[src/phy_mgmt_pkg.sv]
// Constants, register layout and state codes of the PHY management set
package phy_mgmt_pkg;

    // Management port widths
    localparam int REG_IDX_W = 5;
    localparam int DATA_W    = 16;

    // Register indexes
    localparam logic [4:0] IDX_BASIC_CONTROL = 5'h00;
    localparam logic [4:0] IDX_BASIC_STATUS  = 5'h01;
    localparam logic [4:0] IDX_ID_HIGH       = 5'h02;
    localparam logic [4:0] IDX_ID_LOW        = 5'h03;
    localparam logic [4:0] IDX_ADVERTISE     = 5'h04;
    localparam logic [4:0] IDX_PARTNER       = 5'h05;

    // Basic control field positions
    localparam int CTL_SOFT_RESET   = 15;
    localparam int CTL_LOOPBACK     = 14;
    localparam int CTL_SPEED_100    = 13;
    localparam int CTL_AN_ENABLE    = 12;
    localparam int CTL_POWER_DOWN   = 11;
    localparam int CTL_AN_RESTART   = 9;
    localparam int CTL_FULL_DUPLEX  = 8;
    localparam int CTL_COL_TEST     = 7;

    // Basic control reset values
    localparam logic CTL_LOOPBACK_RST    = 1'b0;
    localparam logic CTL_SPEED_100_RST   = 1'b1;
    localparam logic CTL_AN_ENABLE_RST   = 1'b1;
    localparam logic CTL_POWER_DOWN_RST  = 1'b0;
    localparam logic CTL_FULL_DUPLEX_RST = 1'b0;
    localparam logic CTL_COL_TEST_RST    = 1'b0;

    // Basic status field positions and fixed ability bits
    localparam int          STS_AN_COMPLETE  = 5;
    localparam int          STS_REMOTE_FAULT = 4;
    localparam int          STS_LINK_UP      = 2;
    localparam int          STS_JABBER       = 1;
    localparam logic [15:0] STS_FIXED_BITS   = 16'h7809;

    // Advertisement layout
    localparam int          ADV_PAUSE_LO  = 10;
    localparam int          ADV_PAUSE_HI  = 11;
    localparam logic [15:0] ADV_RESET_VAL = 16'h01E1;
    localparam logic [15:0] ADV_WR_MASK   = 16'h2DFF;

    // Partner ability bits that are reported, the rest read zero
    localparam logic [15:0] LP_READ_MASK  = 16'hEDFF;
    localparam logic [15:0] LP_RESET_VAL  = 16'h0000;
    localparam int          LP_PAUSE_LO   = 10;
    localparam int          LP_PAUSE_HI   = 11;

    // Value returned for an index outside this set
    localparam logic [15:0] UNMAPPED_VAL  = 16'h0000;

    // Soft reset duration
    localparam int CLK_PERIOD_NS      = 20;
    localparam int SOFT_RESET_TIME_NS = 100;
    localparam int SOFT_RESET_CYCLES  =
        (SOFT_RESET_TIME_NS + CLK_PERIOD_NS - 1) / CLK_PERIOD_NS;
    localparam int SR_CNT_W = 4;

    // Access sequencer states
    typedef enum logic [1:0] {
        ST_IDLE       = 2'b00,
        ST_ANSWER     = 2'b01,
        ST_SOFT_RESET = 2'b10
    } mgmt_state_t;

endpackage

[src/phy_mgmt_register_set.sv]
// Management register set of the 10/100 PHY, indexes 0 to 5
`timescale 1ns/1ps

module phy_mgmt_register_set #(
    parameter logic [15:0] ID_HIGH_RST = 16'h1234, // Arbitrary identity value
    parameter logic [15:0] ID_LOW_RST  = 16'h5678  // Arbitrary identity value
) (
    input  wire logic        clk,
    input  wire logic        rst,
    // Indexed management access
    input  wire logic        mgmt_req,
    input  wire logic        mgmt_write,
    input  wire logic [4:0]  mgmt_index,
    input  wire logic [15:0] mgmt_wdata,
    output logic      [15:0] mgmt_rdata,
    output logic             mgmt_done,
    output logic             mgmt_access_pending,
    // Live conditions from the PHY core
    input  wire logic        link_up,
    input  wire logic        remote_fault_det,
    input  wire logic        jabber_det,
    input  wire logic        an_done,
    input  wire logic        an_speed_100,
    input  wire logic        an_full_duplex,
    input  wire logic        lp_word_valid,
    input  wire logic [15:0] lp_word,
    // Controls to the PHY core
    output logic             phy_soft_reset,
    output logic             loopback_en,
    output logic             speed_100,
    output logic             full_duplex,
    output logic             an_enable,
    output logic             power_down,
    output logic             an_restart,
    output logic             col_test_en,
    output logic      [15:0] adv_word,
    output logic             pause_sym_en,
    output logic             pause_asym_en
);

    phy_mgmt_pkg::mgmt_state_t state_ff;
    phy_mgmt_pkg::mgmt_state_t nxt_state;

    logic [phy_mgmt_pkg::SR_CNT_W-1:0] sr_cnt_ff;
    logic        loopback_ff;
    logic        speed_sel_ff;
    logic        an_en_ff;
    logic        pwr_down_ff;
    logic        duplex_sel_ff;
    logic        col_test_ff;
    logic        an_restart_ff;
    logic        rf_latch_ff;
    logic        link_latch_ff;
    logic        jabber_latch_ff;
    logic [15:0] id_high_ff;
    logic [15:0] id_low_ff;
    logic [15:0] adv_ff;
    logic [15:0] lp_ff;
    logic [15:0] rdata_ff;
    logic        speed_ff;
    logic        duplex_ff;
    logic        pause_sym_ff;
    logic        pause_asym_ff;
    logic [15:0] ctl_word;
    logic [15:0] sts_word;
    logic [15:0] nxt_rdata;
    logic        take;
    logic        wr_take;
    logic        sts_read;
    logic        sr_start;
    logic        sr_active;

    // Index match of a taken access, read or write
    function automatic logic wr_hit(input logic [4:0] idx,
                                    input logic [4:0] target);
        wr_hit = (idx == target);
    endfunction

    // Pause option offered by both ends; shared by both resolutions
    function automatic logic both_offer(input logic [15:0] own,
                                        input logic [15:0] far,
                                        input int          pos);
        both_offer = own[pos] && far[pos];
    endfunction

    // A request is only taken while idle; others are ignored
    assign take      = mgmt_req && (state_ff == phy_mgmt_pkg::ST_IDLE);
    assign wr_take   = take && mgmt_write;
    assign sts_read  = take && !mgmt_write &&
                       wr_hit(mgmt_index, phy_mgmt_pkg::IDX_BASIC_STATUS);
    assign sr_start  = wr_take &&
                       wr_hit(mgmt_index, phy_mgmt_pkg::IDX_BASIC_CONTROL) &&
                       mgmt_wdata[phy_mgmt_pkg::CTL_SOFT_RESET];
    assign sr_active = (state_ff == phy_mgmt_pkg::ST_SOFT_RESET);

    // Sequencer: idle, one answer cycle, or soft reset hold
    always_comb begin
        nxt_state = state_ff;
        case (state_ff)
            phy_mgmt_pkg::ST_IDLE: begin
                if (sr_start) begin
                    nxt_state = phy_mgmt_pkg::ST_SOFT_RESET;
                end else if (take) begin
                    nxt_state = phy_mgmt_pkg::ST_ANSWER;
                end
            end
            phy_mgmt_pkg::ST_SOFT_RESET: begin
                if (sr_cnt_ff == '0) begin
                    nxt_state = phy_mgmt_pkg::ST_ANSWER;
                end
            end
            default: begin
                nxt_state = phy_mgmt_pkg::ST_IDLE;
            end
        endcase
    end

    always_ff @(posedge clk) begin
        if (rst) begin
            state_ff <= phy_mgmt_pkg::ST_IDLE;
        end else begin
            state_ff <= nxt_state;
        end
    end

    // Soft reset length counter
    always_ff @(posedge clk) begin
        if (rst) begin
            sr_cnt_ff <= '0;
        end else if (sr_start) begin
            sr_cnt_ff <= phy_mgmt_pkg::SR_CNT_W'(
                phy_mgmt_pkg::SOFT_RESET_CYCLES - 1);
        end else if (sr_active && sr_cnt_ff != '0) begin
            sr_cnt_ff <= sr_cnt_ff - 1'b1;
        end
    end

    // Control bits; a soft reset restores them since none is kept
    always_ff @(posedge clk) begin
        if (rst || sr_start) begin
            loopback_ff   <= phy_mgmt_pkg::CTL_LOOPBACK_RST;
            speed_sel_ff  <= phy_mgmt_pkg::CTL_SPEED_100_RST;
            an_en_ff      <= phy_mgmt_pkg::CTL_AN_ENABLE_RST;
            pwr_down_ff   <= phy_mgmt_pkg::CTL_POWER_DOWN_RST;
            duplex_sel_ff <= phy_mgmt_pkg::CTL_FULL_DUPLEX_RST;
            col_test_ff   <= phy_mgmt_pkg::CTL_COL_TEST_RST;
        end else if (wr_take &&
                     wr_hit(mgmt_index, phy_mgmt_pkg::IDX_BASIC_CONTROL)) begin
            loopback_ff   <= mgmt_wdata[phy_mgmt_pkg::CTL_LOOPBACK];
            speed_sel_ff  <= mgmt_wdata[phy_mgmt_pkg::CTL_SPEED_100];
            an_en_ff      <= mgmt_wdata[phy_mgmt_pkg::CTL_AN_ENABLE];
            pwr_down_ff   <= mgmt_wdata[phy_mgmt_pkg::CTL_POWER_DOWN];
            duplex_sel_ff <= mgmt_wdata[phy_mgmt_pkg::CTL_FULL_DUPLEX];
            col_test_ff   <= mgmt_wdata[phy_mgmt_pkg::CTL_COL_TEST];
        end
    end

    // Restart is taken by the core in the cycle after the write
    always_ff @(posedge clk) begin
        if (rst) begin
            an_restart_ff <= 1'b0;
        end else begin
            an_restart_ff <= wr_take && !sr_start &&
                wr_hit(mgmt_index, phy_mgmt_pkg::IDX_BASIC_CONTROL) &&
                mgmt_wdata[phy_mgmt_pkg::CTL_AN_RESTART];
        end
    end

    // Identifier registers, writable, restored by soft reset
    always_ff @(posedge clk) begin
        if (rst || sr_start) begin
            id_high_ff <= ID_HIGH_RST;
            id_low_ff  <= ID_LOW_RST;
        end else if (wr_take) begin
            if (wr_hit(mgmt_index, phy_mgmt_pkg::IDX_ID_HIGH)) begin
                id_high_ff <= mgmt_wdata;
            end else if (wr_hit(mgmt_index, phy_mgmt_pkg::IDX_ID_LOW)) begin
                id_low_ff <= mgmt_wdata;
            end
        end
    end

    // Advertisement; reserved bits stay zero
    always_ff @(posedge clk) begin
        if (rst || sr_start) begin
            adv_ff <= phy_mgmt_pkg::ADV_RESET_VAL;
        end else if (wr_take &&
                     wr_hit(mgmt_index, phy_mgmt_pkg::IDX_ADVERTISE)) begin
            adv_ff <= mgmt_wdata & phy_mgmt_pkg::ADV_WR_MASK;
        end
    end

    // Partner code word captured as the core receives it
    always_ff @(posedge clk) begin
        if (rst || sr_active) begin
            lp_ff <= phy_mgmt_pkg::LP_RESET_VAL;
        end else if (lp_word_valid) begin
            lp_ff <= lp_word & phy_mgmt_pkg::LP_READ_MASK;
        end
    end

    // Remote fault latches high; a read reloads live, so a new event wins
    always_ff @(posedge clk) begin
        if (rst || sr_active) begin
            rf_latch_ff <= 1'b0;
        end else if (sts_read) begin
            rf_latch_ff <= remote_fault_det;
        end else begin
            rf_latch_ff <= rf_latch_ff | remote_fault_det;
        end
    end

    // Link latches low so a short dropout stays visible until read
    always_ff @(posedge clk) begin
        if (rst || sr_active) begin
            link_latch_ff <= 1'b0;
        end else if (sts_read) begin
            link_latch_ff <= link_up;
        end else begin
            link_latch_ff <= link_latch_ff & link_up;
        end
    end

    // Jabber latches high in the same way as the remote fault
    always_ff @(posedge clk) begin
        if (rst || sr_active) begin
            jabber_latch_ff <= 1'b0;
        end else if (sts_read) begin
            jabber_latch_ff <= jabber_det;
        end else begin
            jabber_latch_ff <= jabber_latch_ff | jabber_det;
        end
    end

    // Register images for reads
    always_comb begin
        ctl_word = '0;
        ctl_word[phy_mgmt_pkg::CTL_SOFT_RESET]  = sr_active;
        ctl_word[phy_mgmt_pkg::CTL_LOOPBACK]    = loopback_ff;
        ctl_word[phy_mgmt_pkg::CTL_SPEED_100]   = speed_sel_ff;
        ctl_word[phy_mgmt_pkg::CTL_AN_ENABLE]   = an_en_ff;
        ctl_word[phy_mgmt_pkg::CTL_POWER_DOWN]  = pwr_down_ff;
        ctl_word[phy_mgmt_pkg::CTL_AN_RESTART]  = an_restart_ff;
        ctl_word[phy_mgmt_pkg::CTL_FULL_DUPLEX] = duplex_sel_ff;
        ctl_word[phy_mgmt_pkg::CTL_COL_TEST]    = col_test_ff;
        sts_word = phy_mgmt_pkg::STS_FIXED_BITS;
        sts_word[phy_mgmt_pkg::STS_AN_COMPLETE] = an_en_ff && an_done;
        sts_word[phy_mgmt_pkg::STS_REMOTE_FAULT] = rf_latch_ff;
        sts_word[phy_mgmt_pkg::STS_LINK_UP]      = link_latch_ff;
        sts_word[phy_mgmt_pkg::STS_JABBER]       = jabber_latch_ff;
    end

    // Index decode of read data; unused indexes read zero
    always_comb begin
        if (mgmt_index == phy_mgmt_pkg::IDX_BASIC_CONTROL) begin
            nxt_rdata = ctl_word;
        end else if (mgmt_index == phy_mgmt_pkg::IDX_BASIC_STATUS) begin
            nxt_rdata = sts_word;
        end else if (mgmt_index == phy_mgmt_pkg::IDX_ID_HIGH) begin
            nxt_rdata = id_high_ff;
        end else if (mgmt_index == phy_mgmt_pkg::IDX_ID_LOW) begin
            nxt_rdata = id_low_ff;
        end else if (mgmt_index == phy_mgmt_pkg::IDX_ADVERTISE) begin
            nxt_rdata = adv_ff;
        end else if (mgmt_index == phy_mgmt_pkg::IDX_PARTNER) begin
            nxt_rdata = lp_ff;
        end else begin
            nxt_rdata = phy_mgmt_pkg::UNMAPPED_VAL;
        end
    end

    // Read data held until the next taken read
    always_ff @(posedge clk) begin
        if (rst) begin
            rdata_ff <= '0;
        end else if (take && !mgmt_write) begin
            rdata_ff <= nxt_rdata;
        end
    end

    // Effective mode: negotiated result overrides manual selects
    always_ff @(posedge clk) begin
        if (rst) begin
            speed_ff  <= phy_mgmt_pkg::CTL_SPEED_100_RST;
            duplex_ff <= phy_mgmt_pkg::CTL_FULL_DUPLEX_RST;
        end else if (an_en_ff) begin
            speed_ff  <= an_speed_100;
            duplex_ff <= an_full_duplex;
        end else begin
            speed_ff  <= speed_sel_ff;
            duplex_ff <= duplex_sel_ff;
        end
    end

    // Pause resolution; symmetric preferred so both never come on
    always_ff @(posedge clk) begin
        if (rst || !(an_en_ff && an_done)) begin
            pause_sym_ff  <= 1'b0;
            pause_asym_ff <= 1'b0;
        end else begin
            pause_sym_ff  <= both_offer(adv_ff, lp_ff,
                                        phy_mgmt_pkg::ADV_PAUSE_LO);
            pause_asym_ff <= !both_offer(adv_ff, lp_ff,
                                         phy_mgmt_pkg::ADV_PAUSE_LO) &&
                             both_offer(adv_ff, lp_ff,
                                        phy_mgmt_pkg::ADV_PAUSE_HI);
        end
    end

    // Port drive; power-down relies on the master clearing AN first
    assign mgmt_rdata          = rdata_ff;
    assign mgmt_done           = (state_ff == phy_mgmt_pkg::ST_ANSWER);
    assign mgmt_access_pending = (state_ff != phy_mgmt_pkg::ST_IDLE);
    assign phy_soft_reset      = sr_active;
    assign loopback_en         = loopback_ff;
    assign speed_100           = speed_ff;
    assign full_duplex         = duplex_ff;
    assign an_enable           = an_en_ff;
    assign power_down          = pwr_down_ff;
    assign an_restart          = an_restart_ff;
    assign col_test_en         = col_test_ff;
    assign adv_word            = adv_ff;
    assign pause_sym_en        = pause_sym_ff;
    assign pause_asym_en       = pause_asym_ff;

endmodule

[config.mk]
export PLATFORM = sky130hd
export DESIGN_NAME = phy_mgmt_register_set
export DESIGN_NICKNAME = d
export VERILOG_FILES = /design/src/phy_mgmt_pkg.sv /design/src/phy_mgmt_register_set.sv
export SDC_FILE = /design/constraint.sdc
export NUM_CORES = 1
export LEC_CHECK = 0
export CORE_MARGIN = 2
export CORE_UTILIZATION = 40
export DETAILED_ROUTE_END_ITERATION = 7
export DONT_BUFFER_PORTS = 1
export PLACE_DENSITY = 0.63
export SLEW_MARGIN = 40
export SYNTH_ARGS = -nofsm -noshare
export SYNTH_HDL_FRONTEND = slang
export SYNTH_SLANG_ARGS = --single-unit
[constraint.sdc]
create_clock -name clk -period 5.45 [get_ports clk]
set_clock_uncertainty 0.15 [all_clocks]
set_input_delay 0.2725 -clock clk [delete_from_list [all_inputs] [get_ports clk]]
set_output_delay 0.2725 -clock clk [all_outputs]
set_load 0.02 [all_outputs]
# Word-level counts from Yosys, hierarchy flattened
# Cells that the tools add are included.
[word_totals]
out_inout_bits = 44
ff_bits = 94
input_bits = 48
mem_bits_ro = 0
latch_bits = 0
ramBits = 0
mem_count = 0
[classes]
n_bitwise = 4
n_div = 0
addsub = 1
magnitude_cmp = 0
muxes = 17
multipliers = 0
n_reduce_logical = 32
shift = 0
n_eq_ne = 9
[op_table]
columns = ["operator", "n"]
rows = [
  ["$mux W16", 6],
  ["$logic_and A1 B1 Y1", 15],
  ["$eq A5 B2 Y1 const B", 2],
  ["$eq A5 B3 Y1 const B", 2],
  ["$mux W2", 3],
  ["$mux W3", 2],
  ["$eq A5 B1 Y1 const B", 1],
  ["$logic_not A5 Y1", 1],
  ["$mux W1", 5],
  ["$logic_not A1 Y1", 4],
  ["$logic_not A4 Y1", 1],
  ["$pmux W2 S2", 1],
  ["$reduce_and A2 Y1", 2],
  ["$reduce_bool A2 Y1", 2],
  ["$reduce_bool A4 Y1", 1],
  ["$sub A4 B1 Y4 const B", 1],
  ["$logic_or A1 B1 Y1", 3],
  ["$ne A3 B3 Y1 const B", 1],
  ["$reduce_and A3 Y1", 1],
  ["$eq A2 B1 Y1 const B", 1],
  ["$eq A2 B2 Y1 const B", 1],
  ["$logic_not A2 Y1", 1],
  ["$ne A2 B1 Y1 const B", 1],
  ["$or A1 B1 Y1", 2],
  ["3 further kinds", 3],
]

# Longest topological paths before layout
# Gate-level depths: netlist of run 1.
[depth]
word_depth = 9
depth_mapped = 7

# Worst setup path after synthesis of run 1
# Ideal clock, no wire load.
[synth_path]
kind = "register -> register"
start = "register state_ff[1]"
end = "register jabber_latch_ff"
path_buffers = 3
path_stages_with_launch = 7
t_required_ns = 5.172
arrival_ns = 1.577
slack_ns = 3.595
path_cell_list = "dfxtp_1 -> buf_2 -> nor2b_1 -> or2_2 -> buf_2 -> clkbuf_1 -> nor2_1"
[synth_between]
elab_cells_between_ends = 7
cone_classes = "eq/ne: 1; mux: 1; reduce/logical: 5"
[synth_rtl]
columns = ["item", "line_no", "text"]
rows = [
  ["from (decl)", "phy_mgmt_register_set.sv:41", "phy_mgmt_pkg::mgmt_state_t state_ff;"],
  ["from (signal assigned)", "phy_mgmt_register_set.sv:120", "state_ff <= phy_mgmt_pkg::ST_IDLE;"],
  ["from (signal assigned)", "phy_mgmt_register_set.sv:122", "state_ff <= nxt_state;"],
  ["$eq A2 B2 Y1", "phy_mgmt_register_set.sv:94", "assign sr_active = (state_ff == phy_mgmt_pkg::ST_SOFT_RESET);"],
  ["via phy_soft_reset", "phy_mgmt_register_set.sv:28", "output logic phy_soft_reset,"],
  ["$logic_or A1 B1 Y1", "phy_mgmt_register_set.sv:226", "if (rst || sr_active) begin"],
  ["to (signal assigned)", "phy_mgmt_register_set.sv:229", "jabber_latch_ff <= jabber_det;"],
  ["to (signal assigned)", "phy_mgmt_register_set.sv:231", "jabber_latch_ff <= jabber_latch_ff | jabber_det;"],
  ["to (decl)", "phy_mgmt_register_set.sv:54", "logic jabber_latch_ff;"],
]
# The timed path passes the listed nets, and every way through them passes these cells.
# A chain may end at the register's enable or synchronous reset.

# Worst setup path in the final report of run 1
[layout_path]
start = "register state_ff[1]"
end = "register state_ff[1]"
[layout_between]
elab_cells_between_ends = 11
cone_classes = "eq/ne: 3; mux: 2; reduce/logical: 6"
[layout_rtl]
columns = ["item", "line_no"]
rows = [
  ["$eq A2 B2 Y1 (*)", "-"],
  ["via phy_soft_reset", "phy_mgmt_register_set.sv:28"],
  ["$ne A2 B1 Y1 (no line)", "-"],
  ["$reduce_and A2 Y1 (no line)", "-"],
]
# Mark *: on every way through the listed nets, which the timed path passes. The rest lies on a longest branch.

==> impl_results.html, run 1 <==
<table>
<tr><th>Metric</th><th>Value</th></tr>
<tr><th colspan="2">Synthesis</th></tr>
<tr><td>Post-Synthesis Cells</td><td>486</td></tr>
<tr><td>Synth cell types</td><td>55</td></tr>
<tr><td>Primary FF master, synth</td><td>dfxtp_1</td></tr>
<tr><td>Yosys reg bits</td><td>94</td></tr>
<tr><td>Share of synthesized area occupied by flip-flops and latches</td><td>0.441</td></tr>
<tr><td>EDFF count, synth</td><td>0</td></tr>
<tr><td>Synthesized area per cell</td><td>8.78 um2</td></tr>
<tr><td>Total standard cell area after synthesis</td><td>4270 um2</td></tr>
<tr><td>Post-synth ARST share</td><td>0</td></tr>
<tr><td>Count of yosys warnings during synthesis</td><td>0</td></tr>
<tr><th colspan="2">Finish</th></tr>
<tr><td>Ant. Diodes</td><td>0</td></tr>
<tr><td>Filler cell count</td><td>954</td></tr>
<tr><td>Layout net count</td><td>572</td></tr>
<tr><td>Multi-input gate area in the final layout</td><td>2180 um2</td></tr>
<tr><td>Layout cell share with drive strength beyond 1</td><td>0.0835</td></tr>
<tr><td>P&amp;R area growth vs syn</td><td>17.9%</td></tr>
<tr><td>Sequential cell area</td><td>1880 um2</td></tr>
<tr><th colspan="2">Worst setup path</th></tr>
<tr><td>Cell family with the largest share of critical-path delay</td><td>simple AND/OR/NAND/NOR gates</td></tr>
<tr><td>Class of the most critical setup path</td><td>flip-flop to flip-flop</td></tr>
<tr><td>Arrival time at the worst endpoint</td><td>approximately 2.7 ns</td></tr>
<tr><td>Maximum fanout count along the critical path</td><td>8</td></tr>
<tr><td>Cell seen most often among critical-path stages</td><td>nor2b_1</td></tr>
<tr><td>Critical path endpoint category</td><td>flip-flop</td></tr>
<tr><td>Worst-path cell chain</td><td>nor2b_1 &gt; nor2b_1 &gt; inv_1 &gt; a21oi_1 &gt; dlygate4sd3_1</td></tr>
<tr><td>Critical path required time</td><td>5.63 ns</td></tr>
<tr><td>CP Launch Type</td><td>flip-flop</td></tr>
<tr><td>Bufs and invs on worst path</td><td>2</td></tr>
<tr><td>R2R setup slack</td><td>2.93 ns</td></tr>
<tr><td>CP max-delay cell</td><td>nor2b_1</td></tr>
<tr><td>Biggest cell delay along the critical path</td><td>0.67 ns</td></tr>
<tr><th colspan="2">Power and ir drop</th></tr>
<tr><td>IR Drop Worst-Case VDD</td><td>0.000122 V</td></tr>
<tr><td>Leakage power</td><td>0.00191 uW</td></tr>
<tr><td>Sequential share of power</td><td>0.544</td></tr>
<tr><td>Power spent charging and discharging nets</td><td>319 uW</td></tr>
<tr><td>Share of power burned in the clock network</td><td>0.362</td></tr>
<tr><td>Pwr per Cell Area</td><td>approximately 260 nW/um2</td></tr>
<tr><td>Comb power frac</td><td>0.094</td></tr>
<tr><td>Internal Dissipation</td><td>~1000 uW</td></tr>
<tr><td>Switching share of total power</td><td>0.242</td></tr>
<tr><th colspan="2">STA</th></tr>
<tr><td>Final period util</td><td>0.462</td></tr>
<tr><td>Worst Max-Slew Pin Slew</td><td>0.813 ns</td></tr>
<tr><td>Slew Limit Fails</td><td>0</td></tr>
<tr><td>Setup repair after global routing missed its margin</td><td>false</td></tr>
<tr><td>Post-Route Hold Slack</td><td>0.00957 ns</td></tr>
<tr><td>Worst slew margin</td><td>0.456</td></tr>
<tr><td>Timing-limited maximum frequency</td><td>397 MHz</td></tr>
<tr><td>Final number of setup-violating endpoints</td><td>0</td></tr>
<tr><td>Final setup TNS</td><td>0 ns</td></tr>
<tr><td>Post-layout min period</td><td>about 2.5 ns</td></tr>
<tr><td>Final Hold Vio Count</td><td>0</td></tr>
<tr><th colspan="2">Placed design</th></tr>
<tr><td>HPWL reported at the end of detailed placement</td><td>roughly 8200 um</td></tr>
<tr><td>Count of buffers from port buffering</td><td>0</td></tr>
<tr><td>Routability congestion estimate</td><td>0.887</td></tr>
<tr><th colspan="2">Die</th></tr>
<tr><td>Std cell rows</td><td>37</td></tr>
<tr><td>Core outline area</td><td>10,300 um2</td></tr>
<tr><td>Die extent in x</td><td>about 110 um</td></tr>
<tr><td>Die footprint</td><td>11,500 um2</td></tr>
<tr><td>Initial core utilization</td><td>0.414</td></tr>
<tr><td>Height of the die</td><td>between 100 and 150 um</td></tr>
<tr><td>Number of ports placed on the die boundary</td><td>between 90 and 100</td></tr>
<tr><th colspan="2">Clock tree</th></tr>
<tr><td>Clock Sink Count</td><td>94</td></tr>
<tr><td>Clock latency on the worst-skew pair</td><td>approximately 0.38 ns</td></tr>
<tr><td>Clock Tree Root</td><td>clkbuf_8</td></tr>
<tr><td>Clk slew on worst S/H paths</td><td>~0.090 ns</td></tr>
<tr><td>CTS tree</td><td>built</td></tr>
<tr><td>Maximum number of buffers from clock root to sink</td><td>2</td></tr>
<tr><td>Number of resized instances in the post-cts repair step</td><td>0</td></tr>
<tr><td>Max H-tree Level</td><td>3</td></tr>
<tr><td>TritonCTS buffer count</td><td>9</td></tr>
<tr><th colspan="2">Global routing</th></tr>
<tr><td>Maximum number of pins on one net before global-route repair</td><td>41</td></tr>
<tr><td>Total overflow reported by the global router</td><td>0</td></tr>
<tr><td>Number of global-route vias before repair</td><td>3,647</td></tr>
<tr><td>Global-route wire length before repair</td><td>19,500 um</td></tr>
<tr><td>Global routing usage summed across all routing layers</td><td>0.222</td></tr>
<tr><td>Initial antenna violation count</td><td>0</td></tr>
<tr><th colspan="2">Routing</th></tr>
<tr><td>Total via count after detailed routing</td><td>3,633</td></tr>
<tr><td>Number of DRC markers after the initial detailed-route iteration</td><td>333</td></tr>
<tr><td>Final Routed Wirelength</td><td>12,200 um</td></tr>
<tr><td>WL per Instance</td><td>roughly 18 um</td></tr>
<tr><td>First-pass iteration count of the detailed router</td><td>5</td></tr>
<tr><td># DRC</td><td>0</td></tr>
<tr><td>Vias per inst</td><td>5.48</td></tr>
<tr><td>Antenna Nets Post-Route</td><td>0</td></tr>
<tr><th colspan="2">Run</th></tr>
<tr><td>Number of maximum-capacitance constraint violations</td><td>0</td></tr>
<tr><th colspan="2">Worst hold path</th></tr>
<tr><td>Class of the worst hold path</td><td>input port to flip-flop</td></tr>
<tr><th colspan="2">Run status</th></tr>
<tr><td>Outcome</td><td>complete, no violations</td></tr>
</table>
-- sequential cells by signal (all words and copies together), names as in the netlist --
signal / count
lp_ff: 14
jabber_latch_ff: 1
adv_word: 12
id_low_ff: 16
id_high_ff: 16
full_duplex: 1
rf_latch_ff: 1
sr_cnt_ff: 4
speed_sel_ff: 1
state_ff: 2
speed_100: 1
link_latch_ff: 1
duplex_sel_ff: 1
mgmt_rdata: 16
an_restart: 1
pause_asym_en: 1
col_test_en: 1
loopback_en: 1
an_enable: 1
power_down: 1
pause_sym_en: 1
-- cell families after synthesis --
group / after synthesis / share of synthesized area
adders and majority gates: 2 / 0.00586
muxes: 48 / 0.114
AOI/OAI and AO/OA: 74 / 0.112
xor gates and xnor gates: 2 / 0.00410
buffers and inverters: 41 / 0.0530
other: 1 / 0.000878
DFF: 94 / 0.441
and+or+nand+nor: 224 / 0.269
-- worst reg2reg max path: stages, from the launching register on --
cell           delay, ns
dfxtp_1             0.52
nor2b_1             0.67
nor2b_1             0.37
inv_1               0.08
a21oi_1             0.13
dlygate4sd3_1       0.55
-- cell usage in the layout (no fill, tap or decap), types with 8 or more instances in the layout --
master	n
mux2i_1	43
nor2_1	40
nor3_1	10
clkbuf_8	11
nand2b_1	8
nand3_1	22
nand2_1	90
dlygate4sd3_1	55
a21oi_1	32
dfxtp_1	94
nor2b_1	9
-- cells in the mapped netlist, types with 5 or more instances --
library cell / count / area share
dfxtp_1: 94 / 0.44
nand2_1: 90 / 0.079
mux2i_1: 43 / 0.10
nor2_1: 40 / 0.035
a21oi_1: 32 / 0.038
nand3_1: 22 / 0.026
buf_2: 15 / 0.018
clkbuf_1: 13 / 0.011
nor3_1: 10 / 0.012
nor2b_1: 9 / 0.013
nand2b_1: 8 / 0.012
nor4_1: 8 / 0.012
buf_4: 6 / 0.011
a31oi_1: 5 / 0.0073
a32oi_1: 5 / 0.010
mux2_2: 5 / 0.013
nor2_2: 5 / 0.0073
-- repair_timing --
item	CTS	global route
endpoints found under the hold margin	88	0
hold buffers	56	0
buffers inserted	0	0
-- metal layers --
metal,global-route usage,vias up,routed length (um)
met2,0.335,124,5430
met1,0.291,1710,5420
met5,0,-,0
met4,0.104,0,365
li1,-,1772,-
met3,0.0660,27,974
-- final cells by class --
class                      count  share of cell area
multi-input combinational    354               0.433
sequential                    94               0.374
timing repair buffer          59               0.116
tap                          136              0.0338
clock buffer                  13              0.0316
clock inverter                 3             0.00845
inverter                       4             0.00298
-- path summary, 6_finish.rpt --
kind / cells past startpoint / start / end
max: 5 / state_ff[1] / state_ff[1]
min: 3 / mgmt_index[1] / mgmt_rdata[8]
max reg2reg: 5 / state_ff[1] / state_ff[1]
min reg2reg: 2 / id_high_ff[7] / id_high_ff[7]
-- power groups by stage --
stage                     Combinational [uW]  Clock (uW)  Sequential [uW]
after global routing                     136         511              719
after CTS                                123         489              717
after detailed placement                79.6           0              733
after global placement                  77.5           0              733
after floorplan                         83.9           0              729
final                                    125         477              717
-- stage by stage --
stage	total power (uW)	utilization	worst slack (ns)	std cells	area (um2)
finish	1320	0.488	2.93	663	5030
global route	1370	0.488	2.69	663	5030
CTS	1330	0.488	2.86	663	5040
detailed placement	813	0.414	3.22	591	4280
global placement	810	0.412	3.20	590	4250
floorplan	813	-	3.59	489	4280
(Power assumes the default switching activity.)
==> inputs of run 2 (changes only) <==
==> constraint.sdc (replaced) <==
create_clock -name clk -period 2.5 [get_ports clk]
set_clock_uncertainty 0.15 [all_clocks]
set_input_delay 0.125 -clock clk [delete_from_list [all_inputs] [get_ports clk]]
set_output_delay 0.125 -clock clk [all_outputs]
set_load 0.02 [all_outputs]
==> run 2 against run 1 <==
Net effect: the run now ends with negative hold slack left; cell area rose by 4.3%; clock power rose to 2.6 times the previous value; worst setup slack worse by 2.6 ns; global-route usage rose by 0.078 points; critical path depth did not move; sequential cell count is the same; combinational power increased by 140%; critical path type unchanged; critical endpoint is now mgmt_rdata[8].
==> impl_results.html, run 2 (synthesized netlist as in run 1, its figures left out) <==
<table>
<tr><th>Metric</th><th>Value</th></tr>
<tr><th colspan="2">Finish</th></tr>
<tr><td>P&amp;R area growth vs syn</td><td>22.9% (was 17.9%)</td></tr>
<tr><td>Ant. Diodes</td><td>0 (unchanged)</td></tr>
<tr><td>Layout net count</td><td>591 (was 572)</td></tr>
<tr><td>Cell area after layout</td><td>5250 um2 (was 5030 um2)</td></tr>
<tr><td>Most common cell after layout, fill and taps aside</td><td>dfxtp_1 (unchanged)</td></tr>
<tr><td>Filler cell count</td><td>964 (was 954)</td></tr>
<tr><td>Layout cell share with drive strength beyond 1</td><td>0.0989 (was 0.0835)</td></tr>
<tr><td>Most frequent cells in the layout</td><td>dfxtp_1 (94), nand2_1 (90), dlygate4sd3_1 (63), mux2i_1 (43), nor2_1 (40) (was dfxtp_1 (94), nand2_1 (90), dlygate4sd3_1 (55), mux2i_1 (43), nor2_1 (40))</td></tr>
<tr><th colspan="2">Worst setup path</th></tr>
<tr><td>Bufs and invs on worst path</td><td>2 (unchanged)</td></tr>
<tr><td>Biggest cell delay along the critical path</td><td>0.56 ns (was 0.67 ns)</td></tr>
<tr><td>R2R depth</td><td>5 (unchanged)</td></tr>
<tr><td>Maximum fanout count along the critical path</td><td>8 (unchanged)</td></tr>
<tr><td>CP max-delay cell</td><td>dlygate4sd3_1 (was nor2b_1)</td></tr>
<tr><td>Total stage count of the critical path</td><td>5 (unchanged)</td></tr>
<tr><td>Critical path required time</td><td>2.67 ns (was 5.63 ns)</td></tr>
<tr><td>Arrival time at the worst endpoint</td><td>2.38 ns (was 2.69 ns)</td></tr>
<tr><td>Critical path endpoint category</td><td>flip-flop (unchanged)</td></tr>
<tr><td>Class of the most critical setup path</td><td>flip-flop to flip-flop (unchanged)</td></tr>
<tr><td>Source of the worst register-to-register timing path</td><td>state_ff[1] (unchanged)</td></tr>
<tr><td>R2R setup slack</td><td>0.28 ns (was 2.93 ns)</td></tr>
<tr><td>Cell family with the largest share of critical-path delay</td><td>buffers and inverters (was simple AND/OR/NAND/NOR gates)</td></tr>
<tr><td>Worst-path cell chain</td><td>nor4b_4 &gt; buf_4 &gt; nand3_1 &gt; a31oi_1 &gt; dlygate4sd3_1 (was nor2b_1 &gt; nor2b_1 &gt; inv_1 &gt; a21oi_1 &gt; dlygate4sd3_1)</td></tr>
<tr><td>CP Launch Type</td><td>flip-flop (unchanged)</td></tr>
<tr><td>Reg2Reg Capture Point</td><td>mgmt_rdata[8] (was state_ff[1])</td></tr>
<tr><th colspan="2">Die</th></tr>
<tr><td>Std cell rows</td><td>37 (unchanged)</td></tr>
<tr><td>Die extent in x</td><td>107 um (unchanged)</td></tr>
<tr><td>Number of ports placed on the die boundary</td><td>92 (unchanged)</td></tr>
<tr><td>Initial core utilization</td><td>0.414 (unchanged)</td></tr>
<tr><td>Core outline area</td><td>10,300 um2 (unchanged)</td></tr>
<tr><td>Die footprint</td><td>11,500 um2 (unchanged)</td></tr>
<tr><td>Height of the die</td><td>107 um (unchanged)</td></tr>
<tr><th colspan="2">Power and ir drop</th></tr>
<tr><td>IR Drop Worst-Case VDD</td><td>0.000356 V (was 0.000122 V)</td></tr>
<tr><td>Leakage power</td><td>0.00202 uW (was 0.00191 uW)</td></tr>
<tr><td>Pwr per Cell Area</td><td>588 nW/um2 (was 262 nW/um2)</td></tr>
<tr><td>Post-layout total power</td><td>3090 uW (was 1320 uW)</td></tr>
<tr><th colspan="2">Placed design</th></tr>
<tr><td>HPWL reported at the end of detailed placement</td><td>8420 um (was 8230 um)</td></tr>
<tr><td>Count of buffers from port buffering</td><td>0 (unchanged)</td></tr>
<tr><td>Area after detailed placement</td><td>4360 um2 (was 4280 um2)</td></tr>
<tr><td>Routability congestion estimate</td><td>0.888 (was 0.887)</td></tr>
<tr><th colspan="2">Global routing</th></tr>
<tr><td>Global routing usage summed across all routing layers</td><td>0.223 (was 0.222)</td></tr>
<tr><td>Total overflow reported by the global router</td><td>0 (unchanged)</td></tr>
<tr><td>Met1 Usage GRT</td><td>0.299 (was 0.291)</td></tr>
<tr><td>Number of global-route vias before repair</td><td>3,624 (was 3,647)</td></tr>
<tr><td>Met3 GRT Util</td><td>0.0648 (was 0.0660)</td></tr>
<tr><td>Maximum number of pins on one net before global-route repair</td><td>37 (was 41)</td></tr>
<tr><td>Initial antenna violation count</td><td>0 (unchanged)</td></tr>
<tr><td>Global routing met2 resource utilization</td><td>0.334 (was 0.335)</td></tr>
<tr><td>Global-route wire length before repair</td><td>19,700 um (was 19,500 um)</td></tr>
<tr><td>Global route hottest layer</td><td>met2 (unchanged)</td></tr>
<tr><th colspan="2">STA</th></tr>
<tr><td>Worst Max-Slew Pin Slew</td><td>0.618 ns (was 0.813 ns)</td></tr>
<tr><td>Final period util</td><td>0.886 (was 0.462)</td></tr>
<tr><td>Final number of setup-violating endpoints</td><td>0 (unchanged)</td></tr>
<tr><td>Final Hold Vio Count</td><td>1 (was 0)</td></tr>
<tr><td>Worst slew margin</td><td>0.584 (was 0.456)</td></tr>
<tr><td>Slew Limit Fails</td><td>0 (unchanged)</td></tr>
<tr><td>Setup repair after global routing missed its margin</td><td>false (unchanged)</td></tr>
<tr><td>Final setup TNS</td><td>0 ns (unchanged)</td></tr>
<tr><td>Post-Route Hold Slack</td><td>-0.00313 ns (was 0.00957 ns)</td></tr>
<tr><td>Timing-limited maximum frequency</td><td>451 MHz (was 397 MHz)</td></tr>
<tr><td>Post-layout min period</td><td>2.22 ns (was 2.52 ns)</td></tr>
<tr><th colspan="2">Routing</th></tr>
<tr><td># DRC</td><td>0 (unchanged)</td></tr>
<tr><td>First-pass iteration count of the detailed router</td><td>5 (unchanged)</td></tr>
<tr><td>Antenna Nets Post-Route</td><td>0 (unchanged)</td></tr>
<tr><td>Final Routed Wirelength</td><td>12,600 um (was 12,200 um)</td></tr>
<tr><td>Total via count after detailed routing</td><td>3,778 (was 3,633)</td></tr>
<tr><td>Vias per inst</td><td>5.54 (was 5.48)</td></tr>
<tr><td>WL per Instance</td><td>18.4 um (about the same)</td></tr>
<tr><td>Number of DRC markers after the initial detailed-route iteration</td><td>454 (was 333)</td></tr>
<tr><th colspan="2">Clock tree</th></tr>
<tr><td>Number of resized instances in the post-cts repair step</td><td>0 (unchanged)</td></tr>
<tr><td>Number of post-CTS setup repair buffers</td><td>0 (unchanged)</td></tr>
<tr><td>Maximum number of buffers from clock root to sink</td><td>2 (unchanged)</td></tr>
<tr><td>Clk slew on worst S/H paths</td><td>0.10 ns (was 0.09 ns)</td></tr>
<tr><td>CTS tree</td><td>built (unchanged)</td></tr>
<tr><td>TritonCTS buffer count</td><td>9 (unchanged)</td></tr>
<tr><td>Clock Sink Count</td><td>94 (unchanged)</td></tr>
<tr><td>Max H-tree Level</td><td>3 (unchanged)</td></tr>
<tr><td>Clock latency on the worst-skew pair</td><td>0.37 ns (was 0.38 ns)</td></tr>
<tr><td>Clock Tree Root</td><td>clkbuf_8 (unchanged)</td></tr>
<tr><th colspan="2">Run status</th></tr>
<tr><td>Outcome</td><td>complete, but fails checks (was complete, no violations)</td></tr>
<tr><td>Violated checks</td><td>negative hold slack</td></tr>
<tr><th colspan="2">Worst hold path</th></tr>
<tr><td>Depth of the worst hold-timing path</td><td>3 (unchanged)</td></tr>
<tr><td>Startpoint of the lowest-slack hold path</td><td>mgmt_index[4] (was mgmt_index[1])</td></tr>
<tr><td>Class of the worst hold path</td><td>input port to flip-flop (unchanged)</td></tr>
<tr><td>Worst-case hold path end point</td><td>mgmt_rdata[10] (was mgmt_rdata[8])</td></tr>
<tr><th colspan="2">Run</th></tr>
<tr><td>Number of maximum-capacitance constraint violations</td><td>0 (unchanged)</td></tr>
</table>
run 2: per-layer routing:
metal,part of all wire,up-vias
li1,-,1800
met1,0.44,1779
met2,0.43,171
met3,0.10,28
met4,0.026,0
met5,0,-
run 2: timing repair:
action / 4_1_cts / 5_1_grt
hold endpoints to repair: 91 / 2
hold buffers: 62 / 2
endpoints found under the setup margin: 0 / 0
run 2: through the flow:
| stage | setup slack (ns) | util | instances | hold WS [ns] |
|---|---|---|---|---|
| 6_report | 0.285 | 0.508 | 682 | -0.00313 |
| 3_5_place_dp | 0.526 | 0.422 | 602 | 0.0515 |
| 3_3_place_gp | 0.548 | 0.422 | 602 | 0.0514 |
| 5_1_grt | 0.127 | 0.508 | 682 | 0.0295 |
| 4_1_cts | 0.263 | 0.506 | 680 | 0.000440 |
| 2_1_floorplan | 0.645 | - | 489 | 0.0517 |
run 2: worst max-delay path by stage:
stage | from | to | slack (ns)
floorplan | state_ff[1] | jabber_latch_ff | 0.64
global placement | state_ff[1] | mgmt_rdata[12] | 0.55
detailed placement | state_ff[1] | mgmt_rdata[12] | 0.53
CTS | state_ff[1] | mgmt_rdata[8] | 0.26
global route | state_ff[1] | mgmt_rdata[7] | 0.13
finish | state_ff[1] | mgmt_rdata[8] | 0.28
run 2: area by class of cell:
cell class / instances / area, um2 / share of cell area
Timing Repair Buffer: 78 / 753 / 0.144
Clock inverter: 5 / 106 / 0.0203
Sequential cell: 94 / 1880 / 0.359
Multi-Input combinational cell: 354 / 2180 / 0.415
Inverter: 4 / 15.0 / 0.00286
Tap cell: 136 / 170 / 0.0324
Clock buffer: 11 / 141 / 0.0269
run 2: power breakdown:
part | internal, uW | total, uW | switching [uW] | leakage (uW)
Combinational | 151 | 299 | 147 | 0.00114
Clock | 694 | 1230 | 533 | 0.000120
Sequential | 1530 | 1560 | 36.1 | 0.000763
run 2: worst register-to-register path, stage by stage (launching register included):
cell           delay, ns
dfxtp_1             0.40
nor4b_4             0.54
buf_4               0.26
nand3_1             0.09
a31oi_1             0.17
dlygate4sd3_1       0.56
==> inputs of run 3 (changes only) <==
--- a/config.mk
+++ b/config.mk
@@ -9,7 +9,7 @@
 export CORE_UTILIZATION = 40
 export DETAILED_ROUTE_END_ITERATION = 7
 export DONT_BUFFER_PORTS = 1
-export PLACE_DENSITY = 0.63
+export PLACE_DENSITY = 0.65
 export SLEW_MARGIN = 40
 export SYNTH_ARGS = -nofsm -noshare
 export SYNTH_HDL_FRONTEND = slang
==> constraint.sdc (replaced) <==
create_clock -name clk -period 1.87 [get_ports clk]
set_clock_uncertainty 0.15 [all_clocks]
set_input_delay 0.0935 -clock clk [delete_from_list [all_inputs] [get_ports clk]]
set_output_delay 0.0935 -clock clk [all_outputs]
set_load 0.02 [all_outputs]
==> run 3 against run 2 <==
Net effect: the run still ends with negative hold slack left; wire length down 0.14%; utilization rose by 0.76 points; worst setup slack got worse by 0.22 ns; non-clock buffer count increased by 2; sequential power grew 34%; via count shrank 0.16%; sequential cell count unchanged; critical endpoint is now mgmt_rdata[5]; first-iteration DRC count fell by 41%.
==> impl_results.html, run 3 (synthesized netlist as in run 1, its figures left out) <==
<table>
<tr><th>Metric</th><th>Value</th></tr>
<tr><th colspan="2">STA</th></tr>
<tr><td>Final number of setup-violating endpoints</td><td>0 (unchanged)</td></tr>
<tr><td>Final WS setup</td><td>0.0631 ns (was 0.285 ns)</td></tr>
<tr><td>Post-layout min period</td><td>1.81 ns (was 2.22 ns)</td></tr>
<tr><td>Slew Limit Fails</td><td>0 (unchanged)</td></tr>
<tr><td>Final Hold Vio Count</td><td>26 (was 1)</td></tr>
<tr><td>Final setup TNS</td><td>0 ns (unchanged)</td></tr>
<tr><td>Worst Max-Slew Pin Slew</td><td>0.855 ns (was 0.618 ns)</td></tr>
<tr><td>Post-Route Hold Slack</td><td>-0.208 ns (was -0.00313 ns)</td></tr>
<tr><td>Timing-limited maximum frequency</td><td>553 MHz (was 451 MHz)</td></tr>
<tr><td>Worst slew margin</td><td>0.430 (was 0.584)</td></tr>
<tr><td>Final period util</td><td>0.966 (was 0.886)</td></tr>
<tr><td>Setup repair after global routing missed its margin</td><td>false (unchanged)</td></tr>
<tr><th colspan="2">Worst hold path</th></tr>
<tr><td>Class of the worst hold path</td><td>input port to flip-flop (unchanged)</td></tr>
<tr><td>Depth of the worst hold-timing path</td><td>2 (was 3)</td></tr>
<tr><th colspan="2">Run</th></tr>
<tr><td>Number of maximum-capacitance constraint violations</td><td>0 (unchanged)</td></tr>
<tr><th colspan="2">Worst setup path</th></tr>
<tr><td>Maximum fanout count along the critical path</td><td>6 (was 8)</td></tr>
<tr><td>Total stage count of the critical path</td><td>5 (unchanged)</td></tr>
<tr><td>Bufs and invs on worst path</td><td>2 (unchanged)</td></tr>
<tr><td>Arrival time at the worst endpoint</td><td>1.98 ns (was 2.38 ns)</td></tr>
<tr><td>Critical path required time</td><td>2.04 ns (was 2.67 ns)</td></tr>
<tr><td>Cell family with the largest share of critical-path delay</td><td>buffers and inverters (unchanged)</td></tr>
<tr><td>CP max-delay cell</td><td>dlygate4sd3_1 (unchanged)</td></tr>
<tr><td>Worst-path cell chain</td><td>buf_4 &gt; nand3_1 &gt; dlygate4sd3_1 &gt; a211oi_1 &gt; a32o_1 (was nor4b_4 &gt; buf_4 &gt; nand3_1 &gt; a31oi_1 &gt; dlygate4sd3_1)</td></tr>
<tr><td>CP Launch Type</td><td>flip-flop (unchanged)</td></tr>
<tr><td>Biggest cell delay along the critical path</td><td>0.56 ns (about the same)</td></tr>
<tr><td>Critical path endpoint category</td><td>flip-flop (unchanged)</td></tr>
<tr><td>R2R depth</td><td>5 (unchanged)</td></tr>
<tr><td>Class of the most critical setup path</td><td>flip-flop to flip-flop (unchanged)</td></tr>
<tr><th colspan="2">Routing</th></tr>
<tr><td>First-pass iteration count of the detailed router</td><td>5 (unchanged)</td></tr>
<tr><td>Final Routed Wirelength</td><td>12,500 um (was 12,600 um)</td></tr>
<tr><td># DRC</td><td>0 (unchanged)</td></tr>
<tr><td>Vias per inst</td><td>5.52 (was 5.54)</td></tr>
<tr><td>Number of DRC markers after the initial detailed-route iteration</td><td>266 (was 454)</td></tr>
<tr><td>WL per Instance</td><td>18.3 um (was 18.4 um)</td></tr>
<tr><td>Total via count after detailed routing</td><td>3,772 (was 3,778)</td></tr>
<tr><td>Antenna Nets Post-Route</td><td>0 (unchanged)</td></tr>
<tr><th colspan="2">Run status</th></tr>
<tr><td>Outcome</td><td>complete, but fails checks (unchanged)</td></tr>
<tr><td>Violated checks</td><td>negative hold slack (unchanged)</td></tr>
<tr><th colspan="2">Finish</th></tr>
<tr><td>P&amp;R area growth vs syn</td><td>24.8% (was 22.9%)</td></tr>
<tr><td>Ant. Diodes</td><td>0 (unchanged)</td></tr>
<tr><td>Multi-input gate area in the final layout</td><td>2230 um2 (was 2180 um2)</td></tr>
<tr><td>Sequential cell area</td><td>1880 um2 (unchanged)</td></tr>
<tr><td>Most frequent cells in the layout</td><td>dfxtp_1 (94), nand2_1 (89), dlygate4sd3_1 (59), mux2i_1 (43), nor2_1 (40) (was dfxtp_1 (94), nand2_1 (90), dlygate4sd3_1 (63), mux2i_1 (43), nor2_1 (40))</td></tr>
<tr><td>Layout net count</td><td>593 (was 591)</td></tr>
<tr><td>Filler cell count</td><td>951 (was 964)</td></tr>
<tr><td>Layout cell share with drive strength beyond 1</td><td>0.119 (was 0.0989)</td></tr>
<tr><td>Most common cell after layout, fill and taps aside</td><td>dfxtp_1 (unchanged)</td></tr>
<tr><th colspan="2">Placed design</th></tr>
<tr><td>Count of buffers from port buffering</td><td>0 (unchanged)</td></tr>
<tr><td>Post-Place Setup Slack</td><td>0.0246 ns (was 0.526 ns)</td></tr>
<tr><td>HPWL reported at the end of detailed placement</td><td>8310 um (was 8420 um)</td></tr>
<tr><td>Routability congestion estimate</td><td>0.868 (was 0.888)</td></tr>
<tr><th colspan="2">Clock tree</th></tr>
<tr><td>Maximum number of buffers from clock root to sink</td><td>2 (unchanged)</td></tr>
<tr><td>TritonCTS buffer count</td><td>9 (unchanged)</td></tr>
<tr><td>Clock Sink Count</td><td>94 (unchanged)</td></tr>
<tr><td>Clock latency on the worst-skew pair</td><td>0.37 ns (about the same)</td></tr>
<tr><td>Max H-tree Level</td><td>3 (unchanged)</td></tr>
<tr><td>Clk slew on worst S/H paths</td><td>0.08 ns (was 0.10 ns)</td></tr>
<tr><td>Clock Tree Root</td><td>clkbuf_8 (unchanged)</td></tr>
<tr><td>Number of buffers inserted for hold repair after clock tree synthesis</td><td>61 (was 62)</td></tr>
<tr><td>CTS tree</td><td>built (unchanged)</td></tr>
<tr><th colspan="2">Die</th></tr>
<tr><td>Core outline area</td><td>10,300 um2 (unchanged)</td></tr>
<tr><td>Number of ports placed on the die boundary</td><td>92 (unchanged)</td></tr>
<tr><td>Height of the die</td><td>107 um (unchanged)</td></tr>
<tr><td>Std cell rows</td><td>37 (unchanged)</td></tr>
<tr><td>Initial core utilization</td><td>0.414 (unchanged)</td></tr>
<tr><td>Die footprint</td><td>11,500 um2 (unchanged)</td></tr>
<tr><td>Die extent in x</td><td>107 um (unchanged)</td></tr>
<tr><th colspan="2">Global routing</th></tr>
<tr><td>Maximum number of pins on one net before global-route repair</td><td>47 (was 37)</td></tr>
<tr><td>Number of global-route vias before repair</td><td>3,612 (was 3,624)</td></tr>
<tr><td>Global routing usage summed across all routing layers</td><td>0.224 (was 0.223)</td></tr>
<tr><td>Global-route wire length before repair</td><td>19,500 um (was 19,700 um)</td></tr>
<tr><td>Total overflow reported by the global router</td><td>0 (unchanged)</td></tr>
<tr><td>Initial antenna violation count</td><td>0 (unchanged)</td></tr>
<tr><th colspan="2">Power and ir drop</th></tr>
<tr><td>Leakage power</td><td>0.00206 uW (was 0.00202 uW)</td></tr>
<tr><td>IR Drop Worst-Case VDD</td><td>0.000339 V (was 0.000356 V)</td></tr>
<tr><td>Pwr per Cell Area</td><td>721 nW/um2 (was 588 nW/um2)</td></tr>
</table>
run 3: power by group:
| part | internal, uW | total (uW) | switching, uW |
|---|---|---|---|
| Clock | 643 | 1330 | 690 |
| Combinational | 217 | 419 | 202 |
| Sequential | 2040 | 2090 | 50.7 |
| Total | 2900 | 3840 | 943 |
run 3: repair_timing:
action	in CTS	in global routing
pin swaps	0	1
setup buffers	0	1
hold endpoints to repair	94	19
setup endpoints to repair	1	40
gates resized for setup	1	11
run 3: stage by stage:
step / cells / utilization / total power, uW / area, um2
3_3_place_gp: 606 / 0.432 / 2390 / 4460
2_1_floorplan: 489 / - / 2370 / 4280
6_report: 683 / 0.516 / 3840 / 5330
3_5_place_dp: 606 / 0.432 / 2390 / 4460
4_1_cts: 682 / 0.511 / 3840 / 5270
5_1_grt: 683 / 0.516 / 3990 / 5330
run 3: worst paths after layout:
kind	slack (ns)	from	to
worst max-delay path	0.06	an_enable	mgmt_rdata[5]
worst min register to register	0.31	id_low_ff[2]	id_low_ff[2]
worst max register to register	0.06	an_enable	mgmt_rdata[5]
worst min-delay path	-0.21	mgmt_index[0]	mgmt_rdata[2]
run 3: per-layer routing:
metal,vias to the layer above,routed length [um],track usage
met3,23,867,0.0587
met4,0,417,0.0993
met1,1812,5300,0.279
met2,135,5940,0.363
met5,-,0,0
li1,1802,-,-
run 3: layout make-up:
| class | instances | area share |
|---|---|---|
| clock buffers | 11 | 0.0265 |
| multi-input cells | 354 | 0.418 |
| well taps | 136 | 0.0319 |
| repair buffers | 80 | 0.159 |
| flip-flops and latches | 94 | 0.353 |
| inverters | 4 | 0.00282 |
| clock inverters | 4 | 0.00892 |
run 3: worst reg2reg max path, delay by kind of cell, from the launching register on:
kind,cells,cell delay [ns]
flip-flops,1,0.34
AND/OR/NAND/NOR,1,0.09
buffers and inverters,2,0.74
AO/OA/AOI/OAI,2,0.44
